<file path="src/common/card_uart_pkg.sv">
// Constants and types shared by the card UART mixed status block
package card_uart_pkg;

  // ------------------------------------------------------------------
  // Bus and register map (byte address is four times the index)
  // ------------------------------------------------------------------
  localparam int unsigned APB_AW           = 8;
  localparam int unsigned APB_DW           = 32;
  localparam int unsigned IDX_W            = APB_AW - 2;
  localparam logic [IDX_W-1:0] IDX_QUEUE_CTRL   = 6'h0C;
  localparam logic [IDX_W-1:0] IDX_MIXED_STATUS = 6'h0C;
  localparam logic [IDX_W-1:0] IDX_HOLDING      = 6'h0D;
  localparam logic [IDX_W-1:0] IDX_CONTROL      = 6'h10;
  localparam logic [IDX_W-1:0] IDX_IRQ_STATUS   = 6'h11;
  localparam logic [IDX_W-1:0] IDX_IRQ_ENABLE   = 6'h12;
  localparam logic [IDX_W-1:0] IDX_IRQ_CLEAR    = 6'h13;

  // ------------------------------------------------------------------
  // Field layouts
  // ------------------------------------------------------------------
  localparam int unsigned CHAR_W           = 8;
  localparam int unsigned MS_CLOCK_SWITCH_DONE         = 7;
  localparam int unsigned MS_EMPTY         = 6;
  localparam int unsigned MS_BGT           = 5;
  localparam int unsigned MS_PRESENT       = 2;
  localparam int unsigned MS_TXRX          = 0;
  localparam int unsigned QC_PEL_LSB       = 4;
  localparam int unsigned QC_DEPTH_LSB     = 0;
  localparam int unsigned QC_FIELD_W       = 3;
  localparam logic [QC_FIELD_W-1:0] QC_RESET = 3'h0;
  localparam int unsigned CTL_RUN          = 0;
  localparam int unsigned CTL_T1           = 1;
  localparam int unsigned CTL_LCT          = 2;
  localparam int unsigned CTL_CLKREQ       = 3;
  localparam int unsigned IRQ_PARITY       = 0;
  localparam int unsigned IRQ_OVERRUN      = 1;
  localparam int unsigned IRQ_W            = 2;

  // ------------------------------------------------------------------
  // Timing counts in ETU and queue sizing
  // ------------------------------------------------------------------
  localparam int unsigned ETU_CNT_W        = 5;
  localparam logic [ETU_CNT_W-1:0] BGT_ETU_T1 = 5'h16;
  localparam logic [ETU_CNT_W-1:0] BGT_ETU_T0 = 5'h10;
  localparam int unsigned FRAME_CNT_W      = 4;
  localparam logic [FRAME_CNT_W-1:0] CHAR_ETU = 4'hA;
  localparam int unsigned FIFO_DEPTH       = 8;
  localparam int unsigned CNT_W            = QC_FIELD_W + 1;

endpackage

</file>
<file path="src/common/rx_queue_if.sv">
// Connection between the status logic and the receive queue
`timescale 1ns/10ps

interface rx_queue_if;
  logic       push;
  logic [7:0] push_data;
  logic       pop;
  logic       flush;
  logic [2:0] depth_sel;
  logic [7:0] head_data;
  logic       empty;
  logic       full;

  modport ctrl (
    output push,
    output push_data,
    output pop,
    output flush,
    output depth_sel,
    input  head_data,
    input  empty,
    input  full
  );

  modport queue (
    input  push,
    input  push_data,
    input  pop,
    input  flush,
    input  depth_sel,
    output head_data,
    output empty,
    output full
  );
endinterface

</file>
<file path="src/design/card_uart_mixed_status.sv">
// Mixed status, queue control and APB register file of the card UART
//
// Behaviour
// - Clock switch flag follows completed switches
// - Run bit clear clears clock switch flag
// - Empty flag high while receive queue empty
// - Protocol one guard counts 22 ETU
// - Protocol zero guard counts 16 ETU
// - Present flag mirrors card presence contact
// - Tx empty flag set on three events
// - No set after clean last character
// - Tx empty flag cleared by four events
// - Tx to rx mode change clears flag
// - Write-only queue control fields, reset zero
// - Mixed status flags never drive interrupt
// - Queue depth is field value plus one
// - Parity limit is field value plus one
`timescale 1ns/10ps

module card_uart_mixed_status #(
  parameter int unsigned QUEUE_DEPTH = card_uart_pkg::FIFO_DEPTH
) (
  input  wire logic                               SYS_CLK_IN,
  input  wire logic                               RST_IN,
  input  wire logic                               PSEL_IN,
  input  wire logic                               PENABLE_IN,
  input  wire logic                               PWRITE_IN,
  input  wire logic [card_uart_pkg::APB_AW-1:0]   PADDR_IN,
  input  wire logic [card_uart_pkg::APB_DW-1:0]   PWDATA_IN,
  output logic      [card_uart_pkg::APB_DW-1:0]   PRDATA_OUT,
  output logic                                    PREADY_OUT,
  output logic                                    PSLVERR_OUT,
  output logic                                    IRQ_OUT,
  input  wire logic                               ETU_TICK_IN,
  input  wire logic                               CARD_IO_IN,
  input  wire logic                               CARD_PRESENT_IN,
  input  wire logic                               RX_VALID_IN,
  input  wire logic [card_uart_pkg::CHAR_W-1:0]   RX_CHAR_IN,
  input  wire logic                               RX_PARITY_ERR_IN,
  input  wire logic                               TX_DONE_IN,
  input  wire logic                               TX_PARITY_OK_IN,
  input  wire logic                               TX_MODE_IN,
  input  wire logic                               CLK_HALF_ACTIVE_IN,
  output logic                                    TX_LOAD_OUT,
  output logic      [card_uart_pkg::CHAR_W-1:0]   TX_DATA_OUT,
  output logic                                    UART_RUN_OUT,
  output logic                                    PROTOCOL_T1_OUT,
  output logic                                    LCT_MODE_OUT,
  output logic                                    CLK_SWITCH_REQ_OUT
);
  import card_uart_pkg::*;

  // ------------------------------------------------------------------
  // State
  // ------------------------------------------------------------------
  typedef struct packed {
    logic                   io_meta;
    logic                   io_sync;
    logic                   io_prev;
    logic                   pres_meta;
    logic                   pres_sync;
    logic                   run;
    logic                   t1;
    logic                   last_char_transmit_mode;
    logic                   clk_req;
    logic [QC_FIELD_W-1:0]  perr_limit;
    logic [QC_FIELD_W-1:0]  depth_sel;
    logic [QC_FIELD_W-1:0]  perr_cnt;
    logic                   clk_sw_done;
    logic                   half_prev;
    logic                   tx_mode_prev;
    logic                   full_prev;
    logic                   txrx_flag;
    logic                   bgt_flag;
    logic                   bgt_run;
    logic [ETU_CNT_W-1:0]   bgt_cnt;
    logic                   in_frame;
    logic [FRAME_CNT_W-1:0] frame_cnt;
    logic [IRQ_W-1:0]       irq_st;
    logic [IRQ_W-1:0]       irq_en;
    logic                   irq;
    logic                   pready;
    logic                   pslverr;
    logic [CHAR_W-1:0]      rdata;
    logic                   tx_load;
    logic [CHAR_W-1:0]      tx_data;
  } state_t;

  state_t            q;
  state_t            n;
  rx_queue_if        q_if ();

  logic [IDX_W-1:0]  idx;
  logic              setup;
  logic              done;
  logic              wr;
  logic              rd;
  logic              wr_ctl;
  logic              wr_qc;
  logic              wr_tx;
  logic              rd_rx;
  logic              run_fall;
  logic              store;
  logic              perr_hit;
  logic              overrun;
  logic              txrx_set;
  logic              txrx_clr;
  logic              start_bit;
  logic [IRQ_W-1:0]  clr_mask;
  logic [CHAR_W-1:0] mixed;
  logic [CHAR_W-1:0] rd_val;

  function automatic logic mapped(input logic [IDX_W-1:0] i);
    case (i)
      IDX_MIXED_STATUS,
      IDX_HOLDING,
      IDX_CONTROL,
      IDX_IRQ_STATUS,
      IDX_IRQ_ENABLE,
      IDX_IRQ_CLEAR:   mapped = 1'b1;
      default:         mapped = 1'b0;
    endcase
  endfunction

  function automatic logic [ETU_CNT_W-1:0] bgt_last(input logic t1);
    bgt_last = (t1 ? BGT_ETU_T1 : BGT_ETU_T0) - 1'b1;
  endfunction

  // ------------------------------------------------------------------
  // Receive queue
  // ------------------------------------------------------------------
  rx_queue #(
    .DEPTH      (QUEUE_DEPTH)
  ) u_rx_queue (
    .sys_clk_in (SYS_CLK_IN),
    .rst_in     (RST_IN),
    .q_if       (q_if)
  );

  assign q_if.depth_sel = q.depth_sel;
  assign q_if.push_data = RX_CHAR_IN;

  // ------------------------------------------------------------------
  // Next state
  // ------------------------------------------------------------------
  always_comb begin
    n     = q;
    idx   = PADDR_IN[APB_AW-1:2];
    setup = PSEL_IN & ~PENABLE_IN;
    done  = PSEL_IN & PENABLE_IN & q.pready;
    wr    = done & PWRITE_IN & ~q.pslverr;
    rd    = done & ~PWRITE_IN & ~q.pslverr;

    // Pins pass two flops; the third stage only feeds edge detection
    n.io_meta   = CARD_IO_IN;
    n.io_sync   = q.io_meta;
    n.io_prev   = q.io_sync;
    n.pres_meta = CARD_PRESENT_IN;
    n.pres_sync = q.pres_meta;

    // Read view of the status flags
    mixed             = '0;
    mixed[MS_CLOCK_SWITCH_DONE]   = q.clk_sw_done;
    mixed[MS_EMPTY]   = q_if.empty;
    mixed[MS_BGT]     = q.bgt_flag;
    mixed[MS_PRESENT] = q.pres_sync;
    mixed[MS_TXRX]    = q.txrx_flag;

    rd_val = '0;
    case (idx)
      IDX_MIXED_STATUS: rd_val = mixed;
      IDX_HOLDING:      rd_val = q_if.empty ? '0 : q_if.head_data;
      IDX_CONTROL: begin
        rd_val[CTL_RUN]    = q.run;
        rd_val[CTL_T1]     = q.t1;
        rd_val[CTL_LCT]    = q.last_char_transmit_mode;
        rd_val[CTL_CLKREQ] = q.clk_req;
      end
      IDX_IRQ_STATUS:   rd_val[IRQ_W-1:0] = q.irq_st;
      IDX_IRQ_ENABLE:   rd_val[IRQ_W-1:0] = q.irq_en;
      default:          rd_val = '0;
    endcase

    // No wait state: answer is prepared at the setup edge
    if (setup) begin
      n.pready  = 1'b1;
      n.pslverr = ~mapped(idx);
      n.rdata   = rd_val;
    end else if (done) begin
      n.pready  = 1'b0;
      n.pslverr = 1'b0;
    end

    // Register writes
    wr_ctl = wr & (idx == IDX_CONTROL);
    wr_qc  = wr & (idx == IDX_QUEUE_CTRL);
    wr_tx  = wr & (idx == IDX_HOLDING);
    rd_rx  = rd & (idx == IDX_HOLDING);
    if (wr_ctl) begin
      n.run     = PWDATA_IN[CTL_RUN];
      n.t1      = PWDATA_IN[CTL_T1];
      n.last_char_transmit_mode     = PWDATA_IN[CTL_LCT];
      n.clk_req = PWDATA_IN[CTL_CLKREQ];
    end
    if (wr_qc) begin
      // Bits 7 and 3 are dropped; the register has no read path
      n.perr_limit = PWDATA_IN[QC_PEL_LSB +: QC_FIELD_W];
      n.depth_sel  = PWDATA_IN[QC_DEPTH_LSB +: QC_FIELD_W];
    end
    n.tx_load = wr_tx;
    if (wr_tx) begin
      n.tx_data = PWDATA_IN[CHAR_W-1:0];
    end
    run_fall = q.run & ~n.run;

    // Receive side: protocol zero drops bad characters and counts them
    store    = 1'b0;
    perr_hit = 1'b0;
    if (RX_VALID_IN) begin
      if (!RX_PARITY_ERR_IN) begin
        store = 1'b1;
        if (!q.t1) begin
          n.perr_cnt = '0;
        end
      end else if (q.t1) begin
        store    = 1'b1;
        perr_hit = 1'b1;
      end else if (q.perr_cnt == q.perr_limit) begin
        perr_hit   = 1'b1;
        n.perr_cnt = '0;
      end else begin
        n.perr_cnt = q.perr_cnt + 1'b1;
      end
    end
    // Rewriting the limit restarts the error count
    if (wr_qc) begin
      n.perr_cnt = '0;
    end
    overrun    = store & q_if.full;
    q_if.push  = store;
    q_if.pop   = rd_rx;
    q_if.flush = run_fall;

    // Event interrupts; the mixed status flags are kept out
    clr_mask = wr && (idx == IDX_IRQ_CLEAR) ? PWDATA_IN[IRQ_W-1:0] : '0;
    if (wr && (idx == IDX_IRQ_ENABLE)) begin
      n.irq_en = PWDATA_IN[IRQ_W-1:0];
    end
    n.irq_st              = q.irq_st & ~clr_mask;
    n.irq_st[IRQ_PARITY]  = n.irq_st[IRQ_PARITY] | perr_hit;
    n.irq_st[IRQ_OVERRUN] = n.irq_st[IRQ_OVERRUN] | overrun;
    n.irq                 = |(n.irq_st & n.irq_en);

    // Clock switch completion
    n.half_prev = CLK_HALF_ACTIVE_IN;
    if (CLK_HALF_ACTIVE_IN && !q.half_prev) begin
      n.clk_sw_done = 1'b1;
    end else if (!CLK_HALF_ACTIVE_IN && q.half_prev) begin
      n.clk_sw_done = 1'b0;
    end else if (run_fall) begin
      n.clk_sw_done = 1'b0;
    end

    // Transmit empty / receive full; a set beats a clear
    n.tx_mode_prev = TX_MODE_IN;
    n.full_prev    = q_if.full;
    txrx_set = (TX_MODE_IN & ~q.tx_mode_prev)
             | (TX_DONE_IN & ~(q.last_char_transmit_mode & TX_PARITY_OK_IN))
             | (q_if.full & ~q.full_prev);
    txrx_clr = run_fall | wr_tx | rd_rx
             | (~TX_MODE_IN & q.tx_mode_prev);
    if (txrx_set) begin
      n.txrx_flag = 1'b1;
    end else if (txrx_clr) begin
      n.txrx_flag = 1'b0;
    end

    // Start bits: falling I/O edges outside a character frame
    start_bit = q.io_prev & ~q.io_sync & ~q.in_frame;
    if (start_bit) begin
      n.in_frame  = 1'b1;
      n.frame_cnt = '0;
    end else if (q.in_frame && ETU_TICK_IN) begin
      if (q.frame_cnt == CHAR_ETU - 1'b1) begin
        n.in_frame = 1'b0;
      end else begin
        n.frame_cnt = q.frame_cnt + 1'b1;
      end
    end

    // Block guard counter restarts at every start bit
    if (start_bit) begin
      n.bgt_cnt  = '0;
      n.bgt_run  = 1'b1;
      n.bgt_flag = 1'b0;
    end else if (q.bgt_run && ETU_TICK_IN) begin
      if (q.bgt_cnt == bgt_last(q.t1)) begin
        n.bgt_flag = 1'b1;
        n.bgt_run  = 1'b0;
      end else begin
        n.bgt_cnt = q.bgt_cnt + 1'b1;
      end
    end
  end

  // ------------------------------------------------------------------
  // Registers and outputs
  // ------------------------------------------------------------------
  always_ff @(posedge SYS_CLK_IN) begin
    if (RST_IN) begin
      q <= '0;
    end else begin
      q <= n;
    end
  end

  assign PRDATA_OUT         = {{(APB_DW-CHAR_W){1'b0}}, q.rdata};
  assign PREADY_OUT         = q.pready;
  assign PSLVERR_OUT        = q.pslverr;
  assign IRQ_OUT            = q.irq;
  assign TX_LOAD_OUT        = q.tx_load;
  assign TX_DATA_OUT        = q.tx_data;
  assign UART_RUN_OUT       = q.run;
  assign PROTOCOL_T1_OUT    = q.t1;
  assign LCT_MODE_OUT       = q.last_char_transmit_mode;
  assign CLK_SWITCH_REQ_OUT = q.clk_req;
endmodule

</file>
<file path="src/design/rx_queue.sv">
// Receive character queue with programmable depth
`timescale 1ns/10ps

module rx_queue #(
  parameter int unsigned DEPTH = card_uart_pkg::FIFO_DEPTH
) (
  input  wire logic   sys_clk_in,
  input  wire logic   rst_in,
  rx_queue_if.queue   q_if
);
  import card_uart_pkg::*;

  localparam int unsigned PW = $clog2(DEPTH);

  // The depth field can ask for every entry, so no other size serves
  if (DEPTH != (2 ** QC_FIELD_W)) begin : g_depth_check
    $error("rx_queue: DEPTH must equal two to the field width");
  end

  typedef struct packed {
    logic [DEPTH-1:0][CHAR_W-1:0] mem;
    logic [PW-1:0]                rd_ptr;
    logic [PW-1:0]                wr_ptr;
    logic [CNT_W-1:0]             count;
  } queue_t;

  queue_t q;
  queue_t n;
  logic   do_push;
  logic   do_pop;

  function automatic logic [PW-1:0] next_ptr(input logic [PW-1:0] p);
    next_ptr = (p == PW'(DEPTH - 1)) ? '0 : p + 1'b1;
  endfunction

  assign q_if.head_data = q.mem[q.rd_ptr];
  assign q_if.empty     = (q.count == '0);
  // Full once the count reaches the selected depth plus one
  assign q_if.full      = (q.count > {1'b0, q_if.depth_sel});

  always_comb begin
    n       = q;
    do_push = q_if.push & ~q_if.full;
    do_pop  = q_if.pop & ~q_if.empty;
    if (q_if.flush) begin
      n.rd_ptr = '0;
      n.wr_ptr = '0;
      n.count  = '0;
    end else begin
      if (do_push) begin
        n.mem[q.wr_ptr] = q_if.push_data;
        n.wr_ptr        = next_ptr(q.wr_ptr);
      end
      if (do_pop) begin
        n.rd_ptr = next_ptr(q.rd_ptr);
      end
      if (do_push && !do_pop) begin
        n.count = q.count + 1'b1;
      end else if (do_pop && !do_push) begin
        n.count = q.count - 1'b1;
      end
    end
  end

  always_ff @(posedge sys_clk_in) begin
    if (rst_in) begin
      q <= '0;
    end else begin
      q <= n;
    end
  end
endmodule

</file>
<file path="config.mk">
export PLATFORM = sky130hd
export DESIGN_NAME = card_uart_mixed_status
export DESIGN_NICKNAME = d
export VERILOG_FILES = /design/src/common/card_uart_pkg.sv /design/src/common/rx_queue_if.sv /design/src/design/card_uart_mixed_status.sv /design/src/design/rx_queue.sv
export SDC_FILE = /design/constraint.sdc
export NUM_CORES = 1
export LEC_CHECK = 0
export BUFFER_PORTS_ARGS = -buffer_cell sky130_fd_sc_hd__clkbuf_2
export CAP_MARGIN = 20
export CORE_UTILIZATION = 51
export DETAILED_ROUTE_END_ITERATION = 10
export PLACE_DENSITY = 0.72
export SYNTH_ARGS = -nofsm -noshare
export SYNTH_HDL_FRONTEND = slang
export SYNTH_HIERARCHICAL = 1
export SYNTH_SLANG_ARGS = --single-unit
</file>
<file path="constraint.sdc">
create_clock -name SYS_CLK_IN -period 4.85 [get_ports SYS_CLK_IN]
set_input_delay 0.2425 -clock SYS_CLK_IN [delete_from_list [all_inputs] [get_ports SYS_CLK_IN]]
set_output_delay 0.2425 -clock SYS_CLK_IN [all_outputs]
set_load 0.03 [all_outputs]
</file>
Word level (Yosys, flattened, before mapping)
Cells that the tools add are included.
Word-level totals
  register bits after elaboration: 133
Operators by class
  add/sub/neg operators: 8
  order comparisons: 4
  equality and inequality tests: 11
  muxes and demuxes: 45
  bitwise logic cells: 49
  reduce and logical (&&, ||, !) cells: 34
Operators by type and width (count)
  bitwise mux 64 bit: 1
  binary-select mux 8 bit (select 3 bit): 1
  demux 8 bit (select 3 bit): 1
  == test 6 x 5 -> 1 bit, second input constant: 4
  two-way mux 8 bit: 3
  AND 1 bit: 22
  two-way mux 3 bit: 7
  NOT 1 bit: 17
  two-way mux 1 bit: 16
  two-way mux 4 bit: 4
  two-way mux 5 bit: 3
  AND reduction 2 bit: 7
  nonzero test 2 bit: 7
  == test 6 x 4 -> 1 bit, second input constant: 2
  two-way mux 6 bit: 2
  one-hot mux 2 bit (5 select lines): 1
  adder 3 x 1 -> 3 bit, second input constant: 3
  logical AND 1 bit: 9
  adder 4 x 1 -> 4 bit, second input constant: 2
  < comparator 3 x 4 -> 1 bit, second input constant: 2
  two-way mux 2 bit: 4
  one-hot mux 4 bit (2 select lines): 1
  OR reduction 2 bit: 4
  OR 1 bit: 7
  16 further kinds: 21

Logic depth before layout (Yosys ltp)
Gate-level depths: netlist of the first run.
  word-level depth: 13
  depth in mapped cells: 12
  gate-level depth less buffers: 12

Hierarchy
Netlist of the first run, hierarchy kept.
Modules (own cells, without submodules)
  rx_queue: instances 1, cells each 338, area an instance 3734.8 µm²
  card_uart_mixed_status: instances 1, cells each 328, area an instance 2990.4 µm²

Worst setup path before layout of the first run
No wires, ideal clock.
  path kind: reg-to-reg
  start point: register u_rx_queue/q[1] (netlist bit)
  end point: register u_rx_queue/q[3] (netlist bit)
  arrival time: 2909 ps
  required time: 4793 ps
  path slack: 1883 ps
  cell stages (with the launch flop): 12
  cell sequence: dfxtp_1 ha_1 nor2b_1 or4_4 a21boi_1 ha_1 inv_1 ha_1 a21oi_1 a211o_1 a211oi_1 a31o_2
Between the ends
  word-level cells in the longest chain between the ends: 6
  elaborated cells between the ends (all ways): 15
  classes of those cells: add/sub (2); order compare (1); mux (2); bitwise (4); reduce/logical (6)
Ends and longest elaborated chain
  start, declared: line rx_queue.sv:27  | queue_t q;
  start signal, assigned: line rx_queue.sv:69  | q <= n;
  > comparator 4 x 3 -> 1 bit (*): line rx_queue.sv:39  | assign q_if.full = (q.count > {1'b0, q_if.depth_sel});
  NOT 1 bit (*): line rx_queue.sv:43  | do_push = q_if.push & ~q_if.full;
  AND 1 bit (*): line rx_queue.sv:43
  named net u_rx_queue.do_push: line rx_queue.sv:29  | logic do_push;
  zero test 1 bit: line rx_queue.sv:59  | end else if (do_pop && !do_push) begin
  logical AND 1 bit: line rx_queue.sv:59
  nonzero test 2 bit (no line)
The timed path passes the listed nets; every way through them passes the cells marked *. The select of a mux whose other input is x is not followed.
A chain may end at the register's enable or synchronous reset.

Worst setup path after layout of the first run
Same ends and word-level chain as after synthesis.

==> impl_metrics.json, run 1 <==
{
  "drv_cap": 0,
  "total_leakage_power_nw": 3.40,
  "placed_cell_area_um2": 6860,
  "yosysTopAreaCell": "dfxtp_1",
  "fin_crit_ps": 3290,
  "max_freq_mhz": 304,
  "die_w_um": 117,
  "synth_edf_count": 0,
  "end_kind": "register",
  "rsz0062_at_grt": "no",
  "crit_path_max_incr_delay_ps": 480,
  "status": "completed",
  "synth_seq_cells": 133,
  "clk_latency_ps": 420,
  "die_h_um": 117,
  "grt_use_total_pct": 22.8,
  "die-area_um2": 13700,
  "path_class": "reg2reg",
  "drive_above_1_share_pct": 20.7,
  "worstMarginPinSlew_ps": 990,
  "numCtsBuffers": 17,
  "slew-limit-headroom_pct": 33.9,
  "yosys-top-cells-area": "dfxtp_1, mux2i_1, nand2b_1, mux4_2, buf_4",
  "ios": 110,
  "cts.sink_count": 133,
  "start_util_pct": 52.9,
  "coreArea_um2": 12700,
  "hold_violations": 0,
  "synthArstFlopShare_pct": 0,
  "wire_per_inst_um": 16.2,
  "cts_tree": "done",
  "fin_skew_ps": 6.34,
  "worst_path_most_repeated_cell": "ha_1",
  "grt_pass1_vias": 4581,
  "viasPerCell": 5.45,
  "critPathLaunchType": "register",
  "area_growth_syn_to_layout_pct": 11.1,
  "antenna_found_initial": 0,
  "critPathRequiredTime_ps": 5210,
  "yosysUniqueCellTypes": 77,
  "ys.warnings.count": 6,
  "postCtsSetupRepairBufs": 0,
  "globalRouteOverflowTotal": 0,
  "nNetsFinal": 769,
  "p_per_area_nw_per_um2": 383,
  "clk_pin_slew_ps": 60,
  "max-clock-path-buffers": 2,
  "htree_levels": 4,
  "slowest_stage": "dfxtp_1",
  "netlist_area_um2": 6730,
  "synth_flop_cell": "dfxtp_1",
  "mostFrequentLayoutCell": "dfxtp_1",
  "setup_violations": 0,
  "rows": 41,
  "synth_top_area_share_pct": 39.6,
  "final_cell_mix": "dfxtp_1, mux2i_1, nand2b_1, clkbuf_2, nor2_1",
  "slew_violations": 0,
  "antennaDiodeCount": 0,
  "drtPass1Iterations": 4,
  "grt_max_degree": 64,
  "synth.yosys.seq_area_share_pct": 39.6,
  "final_area_um2": 7470,
  "drt_first_iter_violations": 232,
  "place.gp.congestion": 0.817,
  "grt_pass1_wl_mm": 23.3,
  "cts_resized": 0,
  "dpl.hpwl_mm": 9.84,
  "path_cells": "ha_1 -> nor2b_1 -> or4_4 -> a21boi_1 -> ha_1 -> inv_1 -> ha_1 -> nand3_1 -> a211o_1 -> a211oi_1 -> a31o_2",
  "synthCells": 666,
  "period_share_pct": 67.8,
  "portBuffers": 59,
  "crit_arrival_ps": 3650,
  "holdPathStages": 2,
  "routed_wl_mm": 14.2,
  "postSynthAreaPerCell_um2": 10.1,
  "cp_max_fo": 6,
  "setup_tns_ps": 0,
  "vias": 4777,
  "ctsHoldBuffers": 0,
  "fillCellCount": 1122,
  "post-route-drc-count": 0,
  "reg2regPathDepth": 11,
  "cts_root_buffer": "clkbuf_16",
  "hold_path_class": "in2reg",
  "vdd_ir_drop_max_v": 0.000261,
  "antenna_left": 0
}
==> registers in the layout, summed over array words and instances (netlist names), 3 cells and up <==
register and flops:
q 25, q_if.depth_sel 3, mixed 4, n 3, u_rx_queue/q 74, TX_DATA_OUT 8, PRDATA_OUT 8
==> worst max-delay path, delay by kind of cell (launching register included) <==
kind            cells  cell delay [ps]
flops               1              480
compound gates      4             1040
buf+inv             1               90
simple gates        3              730
fa+ha+maj           3              890
==> worst paths after layout <==
path | start | to | slack (ps)
setup / recovery | u_rx_queue/q[1] | u_rx_queue/q[3] | 1560
hold / removal | CARD_PRESENT_IN | n[54] | 30
setup reg to reg | u_rx_queue/q[1] | u_rx_queue/q[3] | 1560
hold reg to reg | n[57] | n[56] | 450
==> stage by stage <==
step / instances / power (W) / util, % / setup slack, ps / hold slack (ps)
after floorplan: 689 / 0.00152 / - / 1880 / 337
after CTS: 876 / 0.00288 / 58.7 / 1540 / 14.9
after global placement: 844 / 0.00157 / 54.0 / 1670 / 427
after detailed placement: 844 / 0.00159 / 54.0 / 1570 / 451
after global routing: 877 / 0.00298 / 58.8 / 1300 / 42.7
final: 877 / 0.00286 / 58.8 / 1560 / 31.1
==> cells by family after synthesis <==
group	after synthesis	synth area share (%)
adder cells (fa/ha/maj)	15	2.90
other	1	0.0558
multiplexers	116	20.4
AO/OA/AOI/OAI	71	7.74
AND/OR/NAND/NOR	224	20.0
buffers and inverters	97	8.15
flip-flops	133	39.6
XOR/XNOR	9	1.17
==> routing by layer <==
layer / wire [um] / up-vias / GRT usage (%)
met4: 350 / 0 / 10.9
met5: 0 / - / 0
met1: 6480 / 2324 / 29.6
li1: - / 2333 / -
met3: 599 / 26 / 5.87
met2: 6810 / 94 / 35.5
==> synth_stat cells, drive strengths merged, types with 7 or more instances <==
cell,count
dfxtp,133
mux2i,92
nand2b,76
buf,63
nor2,53
inv,18
nand2,17
o21ai,17
a21oi,16
clkbuf,16
mux4,16
nor2b,15
ha,14
mux2,8
nand4,8
and2,7
nand3,7
==> area by class of cell <==
class | instances | area, um2 | area share, %
Sequential cell | 133 | 2660 | 35.6
Clock inverter | 11 | 125 | 1.67
Timing Repair Buffer | 63 | 323 | 4.32
Tap cell | 172 | 215 | 2.88
Inverter | 18 | 67.6 | 0.904
Multi-Input combinational cell | 459 | 3600 | 48.2
Clock buffer | 21 | 480 | 6.43
==> power by group <==
group          internal (W)  switching (W)
Sequential          0.00114      0.0000439
Clock              0.000810       0.000482
Combinational      0.000154       0.000235
Total               0.00210       0.000761
Note: power is estimated with default switching activity, not from simulation.
==> run 2, diff against run 1 <==
==> constraint.sdc (replaced) <==
create_clock -name SYS_CLK_IN -period 3.4 [get_ports SYS_CLK_IN]
set_input_delay 0.17 -clock SYS_CLK_IN [delete_from_list [all_inputs] [get_ports SYS_CLK_IN]]
set_output_delay 0.17 -clock SYS_CLK_IN [all_outputs]
set_load 0.03 [all_outputs]
==> run 2 against run 1 <==
  * Critical path depth unchanged
  * Routed wire length up 3.0%
  * Clock skew up 0.83 ps
  * Largest power group unchanged
  * Register-to-register slack worse by 1200 ps
  * Combinational power up 48%
  * Sequential share of layout area down 0.54 points
  * Clock power up 46%
  * Final area up 1.5%
  * Maximum frequency up 9.1%
  * Sequential cell count unchanged
==> impl_metrics.json, run 2 (same netlist as run 1, synthesis figures left out) <==
{
  "final_cell_mix": "dfxtp_1, mux2i_1, nand2b_1, clkbuf_2, nor2_1",
  "cp_top_family": "compound AO/OA/AOI/OAI gates",
  "routed_wl_mm": 14.7,
  "fin_skew_ps": 7.18,
  "viasPerCell": 5.46,
  "grt_max_degree": 57,
  "rsz0062_at_grt": "no",
  "grt_pass1_vias": 4719,
  "max_freq_mhz": 332,
  "drtPass1Iterations": 5,
  "vias": 4836,
  "grt_pass1_wl_mm": 23.6,
  "slew-limit-headroom_pct": 31.2,
  "top_layer_used": "met4",
  "wire_per_inst_um": 16.5,
  "largest_reg_flops": 74,
  "critPathRequiredTime_ps": 3760,
  "critPathBufInv": 1,
  "dpl.hpwl_mm": 10.1,
  "p_per_area_nw_per_um2": 546,
  "route.met3.wl_um": 507,
  "fillCellCount": 1083,
  "die_w_um": 117,
  "drive_above_1_share_pct": 20.6,
  "setup_violations": 0,
  "start_util_pct": 52.9,
  "reg2regPathDepth": 11,
  "antennaDiodeCount": 0,
  "slowest_stage": "dfxtp_1",
  "globalRouteOverflowTotal": 0,
  "ios": 110,
  "path_class": "reg2reg",
  "final_area_um2": 7590,
  "critPathLaunchType": "register",
  "nNetsFinal": 778,
  "fin_crit_ps": 3020,
  "final_util_pct": 59.7,
  "drt_first_iter_violations": 319,
  "vdd_ir_drop_max_v": 0.000425,
  "worstMarginPinSlew_ps": 1020,
  "slew_violations": 0,
  "setup_tns_ps": 0,
  "cts_root_buffer": "clkbuf_16",
  "worst_path_most_repeated_cell": "ha_1",
  "rrSetupSlack_ps": 380,
  "clk_latency_ps": 420,
  "drv_cap": 0,
  "cts.sink_count": 133,
  "hold_violations": 0,
  "antenna_found_initial": 0,
  "area_growth_syn_to_layout_pct": 12.9,
  "reg.largest.list": "u_rx_queue/q: 74 flops, q: 25 flops",
  "path_cells": "ha_1 -> nor2b_1 -> or4_4 -> a21boi_1 -> ha_1 -> inv_1 -> ha_1 -> a21oi_1 -> a211o_1 -> a211oi_1 -> a31o_2",
  "mostFrequentLayoutCell": "dfxtp_1",
  "period_share_pct": 88.7,
  "die-area_um2": 13700,
  "coreArea_um2": 12700,
  "holdPathStages": 3,
  "post-route-drc-count": 0,
  "clk_pin_slew_ps": 60,
  "status": "completed",
  "end_kind": "register",
  "placed_cell_area_um2": 6900,
  "hold_path_class": "in2reg",
  "total_leakage_power_nw": 3.45,
  "path_depth": 11,
  "numCtsBuffers": 17,
  "crit_path_max_incr_delay_ps": 460,
  "die_h_um": 117,
  "antenna_left": 0,
  "cts_resized": 0,
  "crit_arrival_ps": 3380,
  "max-clock-path-buffers": 2,
  "wl_met2_mm": 7.13,
  "htree_levels": 4,
  "cp_max_fo": 6,
  "regMostFlops": "u_rx_queue/q",
  "met1_length_mm": 6.66,
  "postCtsSetupRepairBufs": 0,
  "grt_use_total_pct": 23.0,
  "portBuffers": 59,
  "cts_tree": "done",
  "rows": 41,
  "place.gp.congestion": 0.875
}
run 2: cell count changes in the layout (fill, tap and decap cells not counted):
cell           delta
clkbuf_2          -1
buf_12            +1
dlygate4sd3_1     +7
clkbuf_1          +1
clkbuf_8          -1
buf_4             +2
clkinv_2          -1
bufinv_16         +1
run 2: final timing paths:
check | to | start
min reg2reg | mixed[2] | n[54]
max reg2reg | u_rx_queue/q[3] | u_rx_queue/q[1]
min | q[48] | PWDATA_IN[5]
max | u_rx_queue/q[3] | u_rx_queue/q[1]
run 2: worst min-delay path, delay by kind of cell:
kind,cells,cell delay [ps]
simple gates,1,80
mux,1,60
buf+inv,1,90
run 2: final cells by class:
class	count	area, um2	share of cell area, %
clock buffer	21	470	6.20
clock inverter	11	150	1.98
sequential	133	2660	35.1
multi-input combinational	459	3600	47.4
timing repair buffer	72	423	5.57
tap	172	215	2.84
inverter	18	67.6	0.890
run 2: metrics by stage:
stage	hold slack (ps)	setup slack (ps)	instances	power [W]
4_1_cts	5.76	392	886	0.00417
2_1_floorplan	265	433	689	0.00217
6_report	18.7	384	886	0.00414
3_3_place_gp	383	493	847	0.00225
5_1_grt	19.4	216	886	0.00430
3_5_place_dp	387	422	847	0.00228
run 2: what timing repair did:
item,in CTS,in global routing
hold endpoints to repair,8,0
hold buffers,7,0
setup endpoints to repair,0,0
run 2: per-layer routing:
layer  GRT usage (%)  vias to the layer above
met1            29.2                     2364
met5               0                        -
li1                -                     2342
met3            5.05                       26
met2            37.5                      104
met4            11.0                        0
run 2: power by group:
group	total (W)	leakage [nW]	switching, W	internal (W)
combinational	0.000575	2.08	0.000344	0.000231
clock	0.00188	0.288	0.000674	0.00121
sequential	0.00168	1.08	0.0000640	0.00162
